--- config.mk ---
export PLATFORM = sky130hd
export DESIGN_NAME = txwb_top
export DESIGN_NICKNAME = d
export VERILOG_FILES = /design/src/common/txwb_pkg.sv /design/src/design/txwb_top.sv /design/src/design/txwb_sticky.sv
export SDC_FILE = /design/constraint.sdc
export NUM_CORES = 1
export LEC_CHECK = 0
export BUFFER_PORTS_ARGS = -buffer_cell sky130_fd_sc_hd__buf_4
export CAP_MARGIN = 0
export CORE_ASPECT_RATIO = 0.6
export CORE_MARGIN = 2
export CORE_UTILIZATION = 47
export CTS_BUF_LIST = sky130_fd_sc_hd__clkbuf_4 sky130_fd_sc_hd__clkbuf_8
export CTS_CLUSTER_SIZE = 14
export DETAILED_ROUTE_END_ITERATION = 10
export PLACE_DENSITY = 0.73
export SLEW_MARGIN = 20
export SYNTH_ARGS = -nofsm -noshare
export SYNTH_HDL_FRONTEND = slang
export SYNTH_SLANG_ARGS = --single-unit
--- constraint.sdc ---
create_clock -name clk_in -period 2.1 [get_ports clk_in]
set_input_delay 0.42 -clock clk_in [delete_from_list [all_inputs] [get_ports clk_in]]
set_output_delay 0.42 -clock clk_in [all_outputs]
set_load 0.02 [all_outputs]
--- src/common/txwb_pkg.sv ---
// Purpose: constants for the transmit status write-back block
// Assumes: 40 MHz system clock, APB register access
// Notes:   descriptor word 0 status layout and local register map
package txwb_pkg;
    localparam int ST_EXDEFER = 12;
    localparam int ST_DEFER   = 11;
    localparam int ST_SCOL    = 10;
    localparam int ST_MCOL    = 9;
    localparam int ST_EXCOL   = 8;
    localparam int ST_LCOL    = 7;
    localparam int ST_LCAR    = 6;
    localparam int ST_SQE     = 5;
    localparam int ST_UNDF    = 4;
    localparam int ST_NOBUF   = 2;
    localparam int ST_PSTOP   = 1;
    localparam int ST_GOOD    = 0;
    localparam int OWN_BIT    = 63;
    localparam int BUF1_HI    = 63;
    localparam int BUF1_LO    = 32;
    localparam int BUF2_HI    = 31;
    localparam int BUF2_LO    = 0;
    localparam int ALIGN_BITS = 3;

    localparam logic [11:0] A_CTRL   = 12'h000;
    localparam logic [11:0] A_STATUS = 12'h004;
    localparam logic [11:0] A_MASK   = 12'h008;
    localparam logic [11:0] A_LAST   = 12'h00C;
    localparam logic [11:0] A_BUF1   = 12'h010;
    localparam logic [11:0] A_BUF2   = 12'h014;
    localparam logic [11:0] A_COUNT  = 12'h018;

    localparam int CTRL_FDX     = 0;
    localparam int CTRL_STDBO   = 1;
    localparam int CTRL_POLL    = 2;
    localparam int CTRL_RETRY_L = 8;
    localparam int RETRY_W      = 4;
    localparam int DEFER_W      = 16;
    localparam int CTRL_DEFER_L = 16;

    localparam int EV_W     = 4;
    localparam int EV_DONE  = 0;
    localparam int EV_SUSP  = 1;
    localparam int EV_STOP  = 2;
    localparam int EV_ALIGN = 3;

    localparam int LATE_BITS    = 512;
    localparam int BIT_NS_X10   = 1;
    localparam int CLK_NS       = 25;
    localparam logic [15:0] LATE_CYC = 16'(LATE_BITS * 100 / 1000 / CLK_NS);
    localparam logic [3:0]  RETRY_RST = 4'hF;
    localparam logic [15:0] DEFER_RST = 16'h0FFF;
    localparam logic [31:0] STATUS_RST = 32'h0000_0000;
endpackage

--- src/design/txwb_top.sv ---
// Purpose: transmit descriptor status collection and write-back
// Assumes: transmit engine reports line events as single-cycle pulses
// Notes:   word 0 written once per frame with ownership cleared
`timescale 1ns/10ps
// Notes on behaviour
// - deferral sets bit 11, not full-duplex
// - collision with standard backoff sets deferred
// - exactly one collision then sent: bit 10
// - two or more collisions then sent: bit 9
// - retry limit exhausted aborts, sets bit 8
// - collision after 512 bit times: bit 7
// - carrier low during frame sets bit 6
// - no heartbeat at end sets bit 5
// - fifo empty mid-frame: bit 4, suspend
// - host-owned next descriptor: bit 2, suspend
// - stopped transmit process sets bit 1
// - good frame sets bit 0 despite minor flags
// - good clear on severe errors
// - buffer 1 address from bits 63:32
// - buffer 2 address from bits 31:0
// - clear bit 63 when frame closes
// - deferral beyond limit aborts, sets bit 12
module txwb_top
    import txwb_pkg::*;
(
    input  wire logic        clk_in,
    input  wire logic        resetn_in,
    input  wire logic        psel_in,
    input  wire logic        penable_in,
    input  wire logic        pwrite_in,
    input  wire logic [11:0] paddr_in,
    input  wire logic [31:0] pwdata_in,
    output logic [31:0]      prdata_out,
    output logic             pready_out,
    output logic             pslverr_out,
    input  wire logic        desc_load_in,
    input  wire logic [63:0] desc_word1_in,
    input  wire logic        frame_start_in,
    input  wire logic        frame_end_in,
    input  wire logic        defer_in,
    input  wire logic        collision_in,
    input  wire logic        crs_in,
    input  wire logic        collision_input,
    input  wire logic        fifo_empty_in,
    input  wire logic        next_host_owned_in,
    input  wire logic        stop_in,
    output logic [31:0]      buf1_addr_out,
    output logic [31:0]      buf2_addr_out,
    output logic             abort_out,
    output logic             suspended_out,
    output logic             wb_valid_out,
    output logic [31:0]      wb_word0_out,
    output logic             irq_out
);
    typedef enum {IDLE, SEND, CLOSE, SUSP} tx_state_e;
    tx_state_e state_r;

    logic [31:0]        ctrl_r;
    logic [31:0]        mask_r;
    logic [31:0]        last_r;
    logic [12:0]        flags_r;
    logic [RETRY_W-1:0] colls_r;
    logic [15:0]        bitcnt_r;
    logic [15:0]        defcnt_r;
    logic [15:0]        frames_r;
    logic [EV_W-1:0]    ev_set;
    logic [EV_W-1:0]    ev_flag;
    logic               apb_acc;
    logic               apb_wr;
    logic               rd_status;
    logic               fdx;
    logic               severe;
    logic               fatal_now;
    logic               sqe_seen_r;
    logic [31:0]        word0_nxt;

    assign apb_acc   = psel_in && penable_in;
    assign apb_wr    = apb_acc && pwrite_in;
    assign rd_status = apb_acc && !pwrite_in && paddr_in == A_STATUS;
    assign fdx       = ctrl_r[CTRL_FDX];

    // abort causes: retry exhausted, late collision, excess deferral, underflow
    assign fatal_now = (collision_in && colls_r == ctrl_r[CTRL_RETRY_L +: RETRY_W])
                     || (collision_in && bitcnt_r >= LATE_CYC)
                     || (defer_in && defcnt_r >= ctrl_r[CTRL_DEFER_L +: DEFER_W])
                     || fifo_empty_in;

    // control registers
    always_ff @(posedge clk_in) begin
        if (!resetn_in) begin
            ctrl_r <= {DEFER_RST, 4'h0, RETRY_RST, 8'h00};
            mask_r <= STATUS_RST;
        end else begin
            if (apb_wr && paddr_in == A_CTRL) begin
                ctrl_r <= pwdata_in;
            end else begin
                ctrl_r[CTRL_POLL] <= 1'b0;
            end
            if (apb_wr && paddr_in == A_MASK) begin
                mask_r <= pwdata_in;
            end
        end
    end

    // buffer addresses, low bits forced aligned
    always_ff @(posedge clk_in) begin
        if (!resetn_in) begin
            buf1_addr_out <= STATUS_RST;
            buf2_addr_out <= STATUS_RST;
        end else if (desc_load_in) begin
            buf1_addr_out <= {desc_word1_in[BUF1_HI:BUF1_LO+ALIGN_BITS],
                              3'h0};
            buf2_addr_out <= {desc_word1_in[BUF2_HI:BUF2_LO+ALIGN_BITS],
                              3'h0};
        end
    end

    // frame state; resume only via host poll, never on its own
    always_ff @(posedge clk_in) begin
        if (!resetn_in) begin
            state_r <= IDLE;
        end else begin
            case (state_r)
                IDLE: begin
                    if (next_host_owned_in) begin
                        state_r <= SUSP;
                    end else if (frame_start_in) begin
                        state_r <= SEND;
                    end
                end
                SEND: begin
                    if (fatal_now || frame_end_in) begin
                        state_r <= CLOSE;
                    end
                end
                CLOSE: begin
                    if (flags_r[ST_UNDF] || next_host_owned_in) begin
                        state_r <= SUSP;
                    end else begin
                        state_r <= IDLE;
                    end
                end
                SUSP: begin
                    if (ctrl_r[CTRL_POLL]) begin
                        state_r <= IDLE;
                    end
                end
                default: state_r <= IDLE;
            endcase
        end
    end

    // counters for collisions, bit time and deferral
    always_ff @(posedge clk_in) begin
        if (!resetn_in || frame_start_in) begin
            colls_r  <= '0;
            bitcnt_r <= '0;
            defcnt_r <= '0;
        end else if (state_r == SEND) begin
            if (collision_in) begin
                colls_r  <= colls_r + 1'b1;
                bitcnt_r <= '0;
            end else if (bitcnt_r != 16'hFFFF) begin
                bitcnt_r <= bitcnt_r + 1'b1;
            end
            if (defer_in && defcnt_r != 16'hFFFF) begin
                defcnt_r <= defcnt_r + 1'b1;
            end
        end
    end

    // per-frame status collection
    always_ff @(posedge clk_in) begin
        if (!resetn_in || frame_start_in) begin
            flags_r    <= '0;
            sqe_seen_r <= 1'b0;
        end else if (state_r == SEND) begin
            if (defer_in && !fdx) begin
                flags_r[ST_DEFER] <= 1'b1;
            end
            if (collision_in && ctrl_r[CTRL_STDBO] && !fdx) begin
                flags_r[ST_DEFER] <= 1'b1;
            end
            if (collision_in && colls_r == ctrl_r[CTRL_RETRY_L +: RETRY_W]) begin
                flags_r[ST_EXCOL] <= 1'b1;
            end
            if (collision_in && bitcnt_r >= LATE_CYC) begin
                flags_r[ST_LCOL] <= 1'b1;
            end
            if (!crs_in) begin
                flags_r[ST_LCAR] <= 1'b1;
            end
            if (fifo_empty_in) begin
                flags_r[ST_UNDF] <= 1'b1;
            end
            if (defer_in && defcnt_r >= ctrl_r[CTRL_DEFER_L +: DEFER_W]) begin
                flags_r[ST_EXDEFER] <= 1'b1;
            end
            if (frame_end_in && collision_input) begin
                sqe_seen_r <= 1'b1;
            end
        end
    end

    assign severe = flags_r[ST_LCOL] || flags_r[ST_EXDEFER]
                  || flags_r[ST_EXCOL] || flags_r[ST_UNDF];

    always_comb begin
        word0_nxt = '0;
        word0_nxt[ST_EXDEFER:ST_UNDF] = flags_r[ST_EXDEFER:ST_UNDF];
        word0_nxt[ST_SCOL] = !severe && colls_r == 4'h1;
        word0_nxt[ST_MCOL] = !severe && colls_r > 4'h1;
        word0_nxt[ST_SQE]  = !sqe_seen_r && !fdx;
        word0_nxt[ST_NOBUF] = next_host_owned_in;
        word0_nxt[ST_PSTOP] = stop_in;
        word0_nxt[ST_GOOD]  = !severe;
        word0_nxt[OWN_BIT-32] = 1'b0;
    end

    // one write carries status and releases ownership
    always_ff @(posedge clk_in) begin
        if (!resetn_in) begin
            wb_valid_out <= 1'b0;
            wb_word0_out <= STATUS_RST;
            last_r       <= STATUS_RST;
            frames_r     <= '0;
        end else if (state_r == CLOSE) begin
            wb_valid_out <= 1'b1;
            wb_word0_out <= word0_nxt;
            last_r       <= word0_nxt;
            frames_r     <= frames_r + 1'b1;
        end else begin
            wb_valid_out <= 1'b0;
        end
    end

    always_ff @(posedge clk_in) begin
        if (!resetn_in) begin
            abort_out     <= 1'b0;
            suspended_out <= 1'b0;
        end else begin
            abort_out     <= state_r == SEND && fatal_now;
            suspended_out <= state_r == SUSP;
        end
    end

    assign ev_set[EV_DONE]  = state_r == CLOSE;
    assign ev_set[EV_SUSP]  = state_r != SUSP && (
                              (state_r == CLOSE && flags_r[ST_UNDF])
                              || next_host_owned_in);
    assign ev_set[EV_STOP]  = stop_in;
    assign ev_set[EV_ALIGN] = desc_load_in && desc_word1_in[2:0] != 3'h0;

    // clear only what the read returned, so an event landing at the
    // setup edge is not wiped by the access edge
    genvar gi;
    generate
        for (gi = 0; gi < EV_W; gi++) begin : g_ev
            txwb_sticky u_flag (
                .clk_in    (clk_in),
                .resetn_in (resetn_in),
                .set_in    (ev_set[gi]),
                .clear_in  (rd_status && prdata_out[gi]),
                .flag_out  (ev_flag[gi])
            );
        end
    endgenerate

    // apb slave, zero wait states; unmapped reads zero with error
    always_ff @(posedge clk_in) begin
        if (!resetn_in) begin
            prdata_out  <= STATUS_RST;
            pready_out  <= 1'b0;
            pslverr_out <= 1'b0;
            irq_out     <= 1'b0;
        end else begin
            irq_out    <= |(ev_flag & mask_r[EV_W-1:0]);
            pready_out <= psel_in && !penable_in;
            pslverr_out <= 1'b0;
            prdata_out <= STATUS_RST;
            if (psel_in && !penable_in) begin
                if (paddr_in == A_CTRL) begin
                    prdata_out <= ctrl_r;
                end else if (paddr_in == A_STATUS) begin
                    prdata_out <= {28'h0, ev_flag};
                end else if (paddr_in == A_MASK) begin
                    prdata_out <= mask_r;
                end else if (paddr_in == A_LAST) begin
                    prdata_out <= last_r;
                end else if (paddr_in == A_BUF1) begin
                    prdata_out <= buf1_addr_out;
                end else if (paddr_in == A_BUF2) begin
                    prdata_out <= buf2_addr_out;
                end else if (paddr_in == A_COUNT) begin
                    prdata_out <= {16'h0, frames_r};
                end else begin
                    pslverr_out <= 1'b1;
                end
            end
        end
    end

    a_good_severe: assert property (@(posedge clk_in) disable iff (!resetn_in)
        wb_valid_out |-> !(wb_word0_out[ST_GOOD] && wb_word0_out[ST_UNDF]))
        else $error("good flag with underflow");
    a_own_clear: assert property (@(posedge clk_in) disable iff (!resetn_in)
        state_r == CLOSE |=> wb_valid_out && !wb_word0_out[OWN_BIT-32])
        else $error("ownership not released");
    a_undf_susp: assert property (@(posedge clk_in) disable iff (!resetn_in)
        state_r == CLOSE && flags_r[ST_UNDF] |=> ##1 suspended_out)
        else $error("underflow did not suspend");
    a_nobuf_susp: assert property (@(posedge clk_in) disable iff (!resetn_in)
        state_r == IDLE && next_host_owned_in |=> ##1 suspended_out)
        else $error("host descriptor did not suspend");
    a_susp_hold: assert property (@(posedge clk_in) disable iff (!resetn_in)
        state_r == SUSP && !ctrl_r[CTRL_POLL] |=> state_r == SUSP)
        else $error("resumed without poll");
    a_fdx_defer: assert property (@(posedge clk_in) disable iff (!resetn_in)
        fdx && $stable(fdx) && state_r == SEND && defer_in && !collision_in
        |=> $stable(flags_r[ST_DEFER]))
        else $error("deferral flagged in full duplex");
    a_lcar_set: assert property (@(posedge clk_in) disable iff (!resetn_in)
        state_r == SEND && !crs_in && !frame_start_in |=> flags_r[ST_LCAR])
        else $error("carrier loss missed");
    a_abort_cause: assert property (@(posedge clk_in) disable iff (!resetn_in)
        abort_out |-> $past(state_r) == SEND)
        else $error("abort outside frame");
    a_buf_align: assert property (@(posedge clk_in) disable iff (!resetn_in)
        $past(desc_load_in) |-> buf1_addr_out[2:0] == 3'h0
            && buf2_addr_out[31:3] == $past(desc_word1_in[31:3]))
        else $error("buffer address wrong");
endmodule

--- src/design/txwb_sticky.sv ---
// Purpose: one sticky event bit, set wins over read clear
// Assumes: synchronous active-low reset
// Notes:   used for interrupt status bits
`timescale 1ns/10ps
module txwb_sticky (
    input  wire logic clk_in,
    input  wire logic resetn_in,
    input  wire logic set_in,
    input  wire logic clear_in,
    output logic      flag_out
);
    always_ff @(posedge clk_in) begin
        if (!resetn_in) begin
            flag_out <= 1'b0;
        end else if (set_in) begin
            flag_out <= 1'b1;
        end else if (clear_in) begin
            flag_out <= 1'b0;
        end
    end
endmodule

# Word-level counts from Yosys, hierarchy flattened
# Index checks and enable logic that the tools add are counted.
[totals]
reg_bits = 267
in_bits = 123
elab_cells = 153
[classes]
addsub = 4
n_lt_le_gt_ge = 3
eq_ne = 20
mux = 27
n_bitwise = 4
reduce_logical = 66
[op_table]
columns = ["operator", "count"]
rows = [
  ["2-to-1 mux 32 bit", 10],
  ["case mux 32 bit (4 select lines)", 1],
  ["== test 32 x 2 -> 1 bit, second input constant", 3],
  ["== test 32 x 3 -> 1 bit, second input constant", 2],
  ["adder 16 x 1 -> 16 bit, second input constant", 3],
  ["2-to-1 mux 16 bit", 3],
  ["== test 12 x 5 -> 1 bit, second input constant", 3],
  ["== test 32 x 1 -> 1 bit, second input constant", 1],
  ["logical NOT 32 bit", 1],
  ["!= test 16 bit, second input constant", 2],
  ["!= test 32 x 3 -> 1 bit, second input constant", 1],
  ["logical AND 1 bit", 26],
  ["== test 12 x 4 -> 1 bit, second input constant", 2],
  ["AND reduction 2 bit", 12],
  [">= comparator 16 bit", 1],
  [">= comparator 16 x 2 -> 1 bit, second input constant", 1],
  ["== test 12 x 3 -> 1 bit, second input constant", 1],
  ["logical NOT 12 bit", 1],
  ["2-to-1 mux 1 bit", 12],
  ["nonzero test 2 bit", 6],
  ["logical OR 1 bit", 10],
  ["OR reduction 8 bit", 1],
  ["logical NOT 1 bit", 6],
  ["adder 4 x 1 -> 4 bit, second input constant", 1],
  ["other kinds (11)", 14],
]

# Longest topological paths before layout
# Gate-level depths: netlist (run 1).
[depth]
depth_word = 8
ltp_mapped = 7

# Hierarchy
# Synthesis (run 1) repeated with hierarchy kept, for this count alone.
[hier_totals]
cells_unflattened = 1173
hier_area_um2 = 10623.9
[by_module_without_submodules]
columns = ["module", "instances", "cells_per_inst", "area_each_um2", "seq_area_each_um2"]
rows = [
  ["txwb_top", 1, 1161, 10458.8, 4664.5],
  ["txwb_sticky", 4, 3, 41.3, 20.0],
]

# Worst setup path before layout (run 1)
# Ideal clock, no wire load.
[synth_timing]
path_type = "input-to-reg"
start = "input paddr_in[0]"
end = "register mask_r[10]"
setup_time_ps = 116
t_arrival_ps = 1728
required_ps = 1984
path_slack_ps = 255
cell_stages = 7
n_path_buf = 2
path_cell_list = "nor4_4 nand4_4 or3_1 buf_2 buf_6 nand2_1 a21boi_1"
[synth_between]
elab_chain_cells = 2
[synth_lines]
columns = ["element", "line_no", "source"]
rows = [
  ["start, declared", "txwb_top.sv:31", "input wire logic [11:0] paddr_in,"],
  ["== test 12 x 4 -> 1 bit", "txwb_top.sv:99", "if (apb_wr && paddr_in == A_MASK) begin"],
  ["logical AND 1 bit", "txwb_top.sv:99", ""],
  ["end signal, assigned", "txwb_top.sv:100", "mask_r <= pwdata_in;"],
  ["end, declared", "txwb_top.sv:59", "logic [31:0] mask_r;"],
]
# No other way between the ends.
# A chain may end at the register's enable or synchronous reset.

# Worst setup path after layout (run 1)
[layout_timing]
start = "register ctrl_r[16]"
end = "register state_r[1]"
[layout_between]
elab_chain_cells = 7
[layout_lines]
columns = ["element", "line_no", "source"]
rows = [
  ["start, declared", "txwb_top.sv:58", "logic [31:0] ctrl_r;"],
  ["start signal, assigned", "txwb_top.sv:91", "ctrl_r <= {DEFER_RST, 4'h0, RETRY_RST, 8'h00};"],
  ["start signal, assigned", "txwb_top.sv:95", "ctrl_r <= pwdata_in;"],
  [">= comparator 16 bit", "txwb_top.sv:85", "|| (defer_in && defcnt_r >= ctrl_r[CTRL_DEFER_L +: DEFER_W])"],
  ["logical AND 1 bit", "txwb_top.sv:85", ""],
  ["logical OR 1 bit", "txwb_top.sv:85", ""],
  ["logical OR 1 bit", "txwb_top.sv:86", "|| fifo_empty_in;"],
  ["logical OR 1 bit", "txwb_top.sv:132", "if (fatal_now || frame_end_in) begin"],
  ["!= test 2 bit (no source line)", "-", ""],
  ["AND reduction 3 bit (no source line)", "-", ""],
  ["end signal, assigned", "txwb_top.sv:133", "state_r <= CLOSE;"],
  ["end signal, assigned", "txwb_top.sv:138", "state_r <= SUSP;"],
  ["end signal, assigned", "txwb_top.sv:140", "state_r <= IDLE;"],
  ["end, declared", "txwb_top.sv:56", "tx_state_e state_r;"],
]
# No other way between the ends.

==> results of run 1 <==
cells by family after synthesis:
family / count (synthesis) / share of synthesized area (%)
mux: 82 / 7.80
other cells: 1 / 0.0350
xor+xnor: 41 / 3.35
fa+ha+maj: 23 / 2.68
compound gates: 244 / 16.0
buf+inv: 130 / 5.96
flops: 237 / 44.2
simple gates: 426 / 20.0
worst min-delay path by stage:
stage | slack (ps) | cells past startpoint | startpoint | endpoint
floorplan | 430 | 2 | mask_r[10] | mask_r[10]
global placement | 440 | 2 | mask_r[5] | mask_r[5]
detailed placement | 440 | 2 | mask_r[7] | mask_r[7]
CTS | 70 | 3 | pwdata_in[10] | ctrl_r[10]
global route | 80 | 2 | stop_in | g_ev[2].u_flag.flag_out
finish | 100 | 3 | pwdata_in[10] | ctrl_r[10]
per-layer routing:
layer / GRT usage [%] / vias to the layer above / wire length [um]
met5: 0 / - / 0
met1: 38.4 / 4411 / 15100
met2: 34.5 / 402 / 12000
met4: 5.27 / 0 / 322
met3: 6.25 / 32 / 3150
li1: - / 4563 / -
sequential cells by signal, summed over array words and instances, names as in the netlist, 2 cells and up:
name and flops:
colls_r 4, mask_r 32, g_ev.u_flag.flag_out 4, defcnt_r 16, state_r 2, prdata_out 32
buf1_addr_out 29, flags_r 6, bitcnt_r 16, frames_r 16, buf2_addr_out 29, ctrl_r 32
last_r 12
area by class of cell:
cell class / count / area share [%]
Multi-Input combinational cell: 842 / 40.0
Sequential cell: 237 / 34.7
Timing Repair Buffer: 274 / 16.0
Clock buffer: 58 / 5.25
Tap cell: 308 / 2.82
Inverter: 32 / 0.880
Clock inverter: 5 / 0.302
Antenna cell: 1 / 0.0183
worst register-to-register path, stage by stage, from the launching register on:
cell and delay, ps:
dfxtp_1 350, ha_1 300, nand2b_1 160, a2111oi_2 320
o311a_1 260, o211ai_1 160, o31a_1 270
through the flow:
stage                     total power [mW]  cells  hold WS (ps)  worst slack [ps]  cell area [sq um]
final                                 9.69   1757           104               163              13700
after global routing                  10.0   1756          82.8             -11.1              13700
after CTS                             9.75   1756          69.4              22.9              13600
after detailed placement              5.79   1693           444              1.48              12900
after global placement                5.78   1693           438              35.3              12900
after floorplan                       5.33   1209           433               255              10800
timing repair:
action | in CTS | in global routing
gates cloned | 0 | 0
gates resized for setup | 1 | 3
pin swaps | 0 | 3
hold buffers | 0 | 0
endpoints found under the setup margin | 1 | 4
synthesized netlist by cell type (4+ instances only):
master	instances
a22oi_1	55
inv_1	32
mux2_2	13
nand4_1	18
a211oi_1	11
nand3_1	24
nand2b_1	8
nor2_1	63
xor2_1	9
o21ai_0	17
clkbuf_1	44
a22o_1	7
dfxtp_1	237
buf_4	28
nor3_1	11
nor2b_1	66
xnor2_1	32
or3_1	7
o2bb2ai_1	5
and3_1	9
nand2_1	172
o21a_1	5
ha_1	23
and4_1	6
buf_2	19
mux2i_1	69
a21boi_0	31
and2_1	12
nor4_1	9
a21boi_1	32
buf_1	4
a21oi_1	44
o211ai_1	12
power by group through the flow:
stage	Combinational (mW)	Sequential [mW]	Clock, mW
floorplan	0.470	4.86	0
global placement	0.980	4.80	0
detailed placement	0.990	4.80	0
CTS	0.993	4.70	4.06
global route	1.07	4.71	4.26
finish	0.999	4.70	3.99
==> metrics.cfg, run 1 <==
[synthesis]
yosys-top-cells-area=dfxtp_1, mux2i_1, nand2_1
syn_area_sq_mm=0.0107
yosys.area.top_type=dfxtp_1
synth.avg_cell_area_sq_um=9.06
postSynthCellCount=1184
ys_ff_latch=237
async_flop_share_pct=0
synth-seq-area-share_pct=44.2
synth_top_area_share_pct=44.2
yosys_warnings=0
synth_edf_count=0
synth-main-ff-cell=dfxtp_1
synth_cell_types=65

[setup_path]
cp.buffers_inverters=0
r2r_cells=6
worstSetupStartpointType=flip-flop
crit_cells=6
cp.arrival_ps=2340
worstSetupEndpointType=flip-flop
cpPeakStageDelay_ps=350
crit_family=compound AO/OA/AOI/OAI gates
crit_slowest_cell=dfxtp_1
startpoint=ctrl_r[16]
crit-reg2reg-launch=ctrl_r[16]
crit_fanout=3
cp-endpoint=state_r[1]
r2r_slack_ps=160
critPathKind=flip-flop to flip-flop
cp_cell_sequence=ha_1, nand2b_1, a2111oi_2, o311a_1, o211ai_1, o31a_1
critical_path_required_ps=2510
r2r-end=state_r[1]

[sta]
finalSetupTns_ps=0
min_period_over_period_pct=92.2
min_period_ps=1940
setup_viol=0
hold_viol_final=0
worst_pin_slew_ps=591
fin_skew_ps=33.8
relSlewSlack_pct=59.6
clock.fmax_mhz=516
drv_slew=0

[place]
place_congestion=0.944
portBuffers=227
dp_hpwl_um=22600

[die]
fp.dieH_um=121
initial_core_util_pct=48.3
fp.dieW_um=199
coreArea_sq_mm=0.0222
io_pins=257
fp-row-count=42
die_area_sq_mm=0.0241

[clock_network]
post-cts-setup-buffers=0
clk_latency_ps=540
htreeDepth=2
clockRootBuffer=clkbuf_8
cts_sinks=237
tritoncts=built
cts_buffer_depth=3
numCtsBuffers=36
clkTransAtPathRegs_ps=60

[power]
swShare_pct=25.4
p_seq_share_pct=48.5
p_per_area_mw_per_mm2=709
leakage_nw=5.64
power_frac_clock_pct=41.2
p_sw_mw=2.46
ir_worst_vdd_v=0.000366
p_comb_share_pct=10.3
internal-power_mw=7.23

[route]
drtIter0Drc=661
postRouteAntennaNets=0
drt_pre_antenna_iters=5
viasPerCell=5.35
wire_per_inst_um=17.4
drc=0
vias=9408
drt-total-wl_um=30600

[global_route]
grt_pass1_vias=8721
antenna_found_initial=0
grt_pass1_wl_um=47100
grt.overflow.total=0
grt_usage_pct=24.9
grt_max_degree=60

[layout]
final_util_pct=61.4
multi_input_area_sq_mm=0.00546
nets=1569
layout_common_cells=buf_4, dfxtp_1, nand2_1, mux2i_1, nor2b_1
area_growth_pct=27.3
seq_area_sq_mm=0.00474
fillCellCount=1948
layout_commonest_cell=buf_4
drive_above_1_share_pct=25.3

[hold_path]
min_path_type=input pin to flip-flop

[job]
maxCapViolCount=0

[outcome]
status=completed

Note: power is estimated with default switching activity, not from simulation.
==> run 2, diff against run 1 <==
CORE_UTILIZATION = 40   (was 47)
CTS_CLUSTER_SIZE = 20   (was 14)
PLACE_DENSITY = 0.65   (was 0.73)
RECOVER_POWER = 25   (was not set)
==> run 2 against run 1 <==
  * The run now ends with capacitance limit, slew limit left
  * Wire length grew 5.0%
  * Fmax shrank 0.52%
  * Largest power group unchanged
  * Largest cell class unchanged
  * Register-to-register slack is essentially flat
==> metrics.cfg, run 2 (synthesized netlist as in run 1, its figures left out) <==
[global_route]
grt_util_met3_pct=6.32  ; +0.066 points
grt_usage_pct=22.3  ; -2.6 points
globalRoute.busiestLayer=met1
grtUsageMet1_pct=34.3  ; -4.1 points
grt.overflow.total=0  ; unchanged
antenna_found_initial=1  ; +1
grt_pass1_wl_um=49400  ; +4.8%
grt_max_degree=107  ; +78%
grt_pass1_vias=8798  ; +0.88%
met2_usage_pct=30.4  ; -4.0 points

[clock_network]
cts_hold_buffers=0  ; unchanged
htreeDepth=2  ; unchanged
clkTransAtPathRegs_ps=60  ; about the same
numCtsBuffers=38  ; +5.6%
cts_buffer_depth=3  ; unchanged
post-cts-setup-buffers=0  ; unchanged
tritoncts=built
cts_sinks=237  ; unchanged
clockRootBuffer=clkbuf_8
clk_latency_ps=540  ; about the same

[sta]
worst_slack_ps=153  ; -10.2 ps
hold_viol_final=0  ; unchanged
setup_viol=0  ; unchanged
min_period_ps=1950  ; +10.2 ps
worst_pin_slew_ps=1740  ; +1150 ps
relSlewSlack_pct=-16.1  ; -76 points
clock.fmax_mhz=514  ; -0.52%
fin_skew_ps=8.82  ; -25.0 ps
finalSetupTns_ps=0  ; unchanged
min_period_over_period_pct=92.7  ; +0.48 points
drv_slew=21  ; +21
rsz0062_at_grt=false

[setup_path]
r2r_slack_ps=150  ; about the same
worstSetupEndpointType=flip-flop
r2r-end=state_r[1]
startpoint=defcnt_r[0]
critPathKind=flip-flop to flip-flop
worstSetupStartpointType=flip-flop
crit-reg2reg-launch=defcnt_r[0]
critical_path_required_ps=2530  ; +20 ps
r2r_cells=7  ; +1
cp.arrival_ps=2370  ; +30 ps
crit_fanout=3  ; unchanged

[layout]
drive_above_1_share_pct=25.0  ; -0.31 points
area_growth_pct=28.4
fin_cells=1822  ; +3.7%
n_antenna_cell=0  ; -1
finalInstanceArea_sq_mm=0.0138  ; +0.87%
layout_commonest_cell=buf_4
nets=1579  ; +0.64%
layout_common_cells=buf_4, dfxtp_1, nand2_1, mux2i_1, nor2b_1
largest_registers=ctrl_r: 32 flops, mask_r: 32 flops, prdata_out: 32 flops

[route]
drtIter0Drc=744  ; +13%
drt_pre_antenna_iters=5  ; unchanged
viasPerCell=5.18  ; -3.2%
wire_per_inst_um=17.6  ; +1.2%
vias=9444  ; +0.38%
drc=0  ; unchanged
drt-total-wl_um=32100  ; +5.0%
postRouteAntennaNets=0  ; unchanged

[place]
place_inst=1753  ; +3.5%
portBuffers=227  ; unchanged
place_ws_ps=-7.99  ; -9.47 ps
placed_cell_area_sq_mm=0.0130  ; +0.78%
dp_hpwl_um=23700  ; +4.9%
place_congestion=0.918  ; -2.8%

[die]
fp.dieW_um=215  ; +8.2%
fp.dieH_um=131  ; +8.1%
io_pins=257  ; unchanged
fp-row-count=46  ; +9.5%
initial_core_util_pct=40.7  ; -7.6 points
die_area_sq_mm=0.0282  ; +17%
coreArea_sq_mm=0.0264  ; +19%

[job]
maxCapViolCount=1  ; +1

[hold_path]
hold_start=stop_in
hold_depth=2  ; -1
worstHoldEndpoint=g_ev[2].u_flag.flag_out
min_path_type=input pin to flip-flop

[outcome]
violations=capacitance limit, slew limit
status=finished with violations

[power]
ir_worst_vdd_v=0.000386  ; +5.5%
leakage_nw=5.66  ; +0.37%
p_per_area_mw_per_mm2=730  ; +2.9%

## run 2: cell types whose count changed in the layout (fill, tap and decap cells not counted), sizes merged
cell and change:
buf -7, bufinv +1, clkbuf +22, clkinv -1
clkinvlp -1, diode -1
## run 2: worst max path at each step
stage	end	slack, ps	cells after the start
2_1_floorplan	mask_r[10]	260	7
3_3_place_gp	mask_r[31]	30	7
3_5_place_dp	mask_r[6]	-8	8
4_1_cts	state_r[1]	40	7
5_1_grt	state_r[1]	10	7
6_report	state_r[1]	150	7
## run 2: power by group
group	internal (mW)	total (mW)	switching (mW)	leakage, nW
clock	2.48	4.37	1.88	0.445
sequential	4.60	4.70	0.0975	1.92
combinational	0.451	1.00	0.549	3.29
total	7.53	10.1	2.53	5.66
## run 2: final cells by class
cell class	count	area (sq um)
repair buffers	282	2160
clock inverters	4	47.5
flip-flops and latches	237	4740
well taps	360	450
fillers	2466	12600
clock buffers	65	788
multi-input cells	842	5460
inverters	32	120
## run 2: worst max-delay path, stage by stage (launching register included)
cell	delay, ps
dfxtp_1	320
inv_1	40
ha_1	250
nand2b_1	150
a2111oi_2	370
o311a_1	270
o211ai_1	160
o31a_1	270
## run 2: routing by layer
layer / up-vias / routed length (um)
met2: 336 / 12300
met5: - / 8
met1: 4466 / 16200
li1: 4598 / -
met4: 2 / 429
met3: 42 / 3190
## run 2: through the flow
stage / utilization (%) / power [mW] / hold WS [ps]
after global placement: 49.3 / 5.79 / 438
after detailed placement: 49.3 / 5.80 / 444
after CTS: 52.4 / 10.1 / 77.7
final: 52.3 / 10.1 / 104
after global routing: 52.3 / 10.4 / 78.2
after floorplan: - / 5.33 / 433
## run 2: repair_timing
action                                  in CTS  in global routing
gates resized for setup                      0                  4
endpoints found under the setup margin       0                  5
endpoints found under the hold margin        0                  0
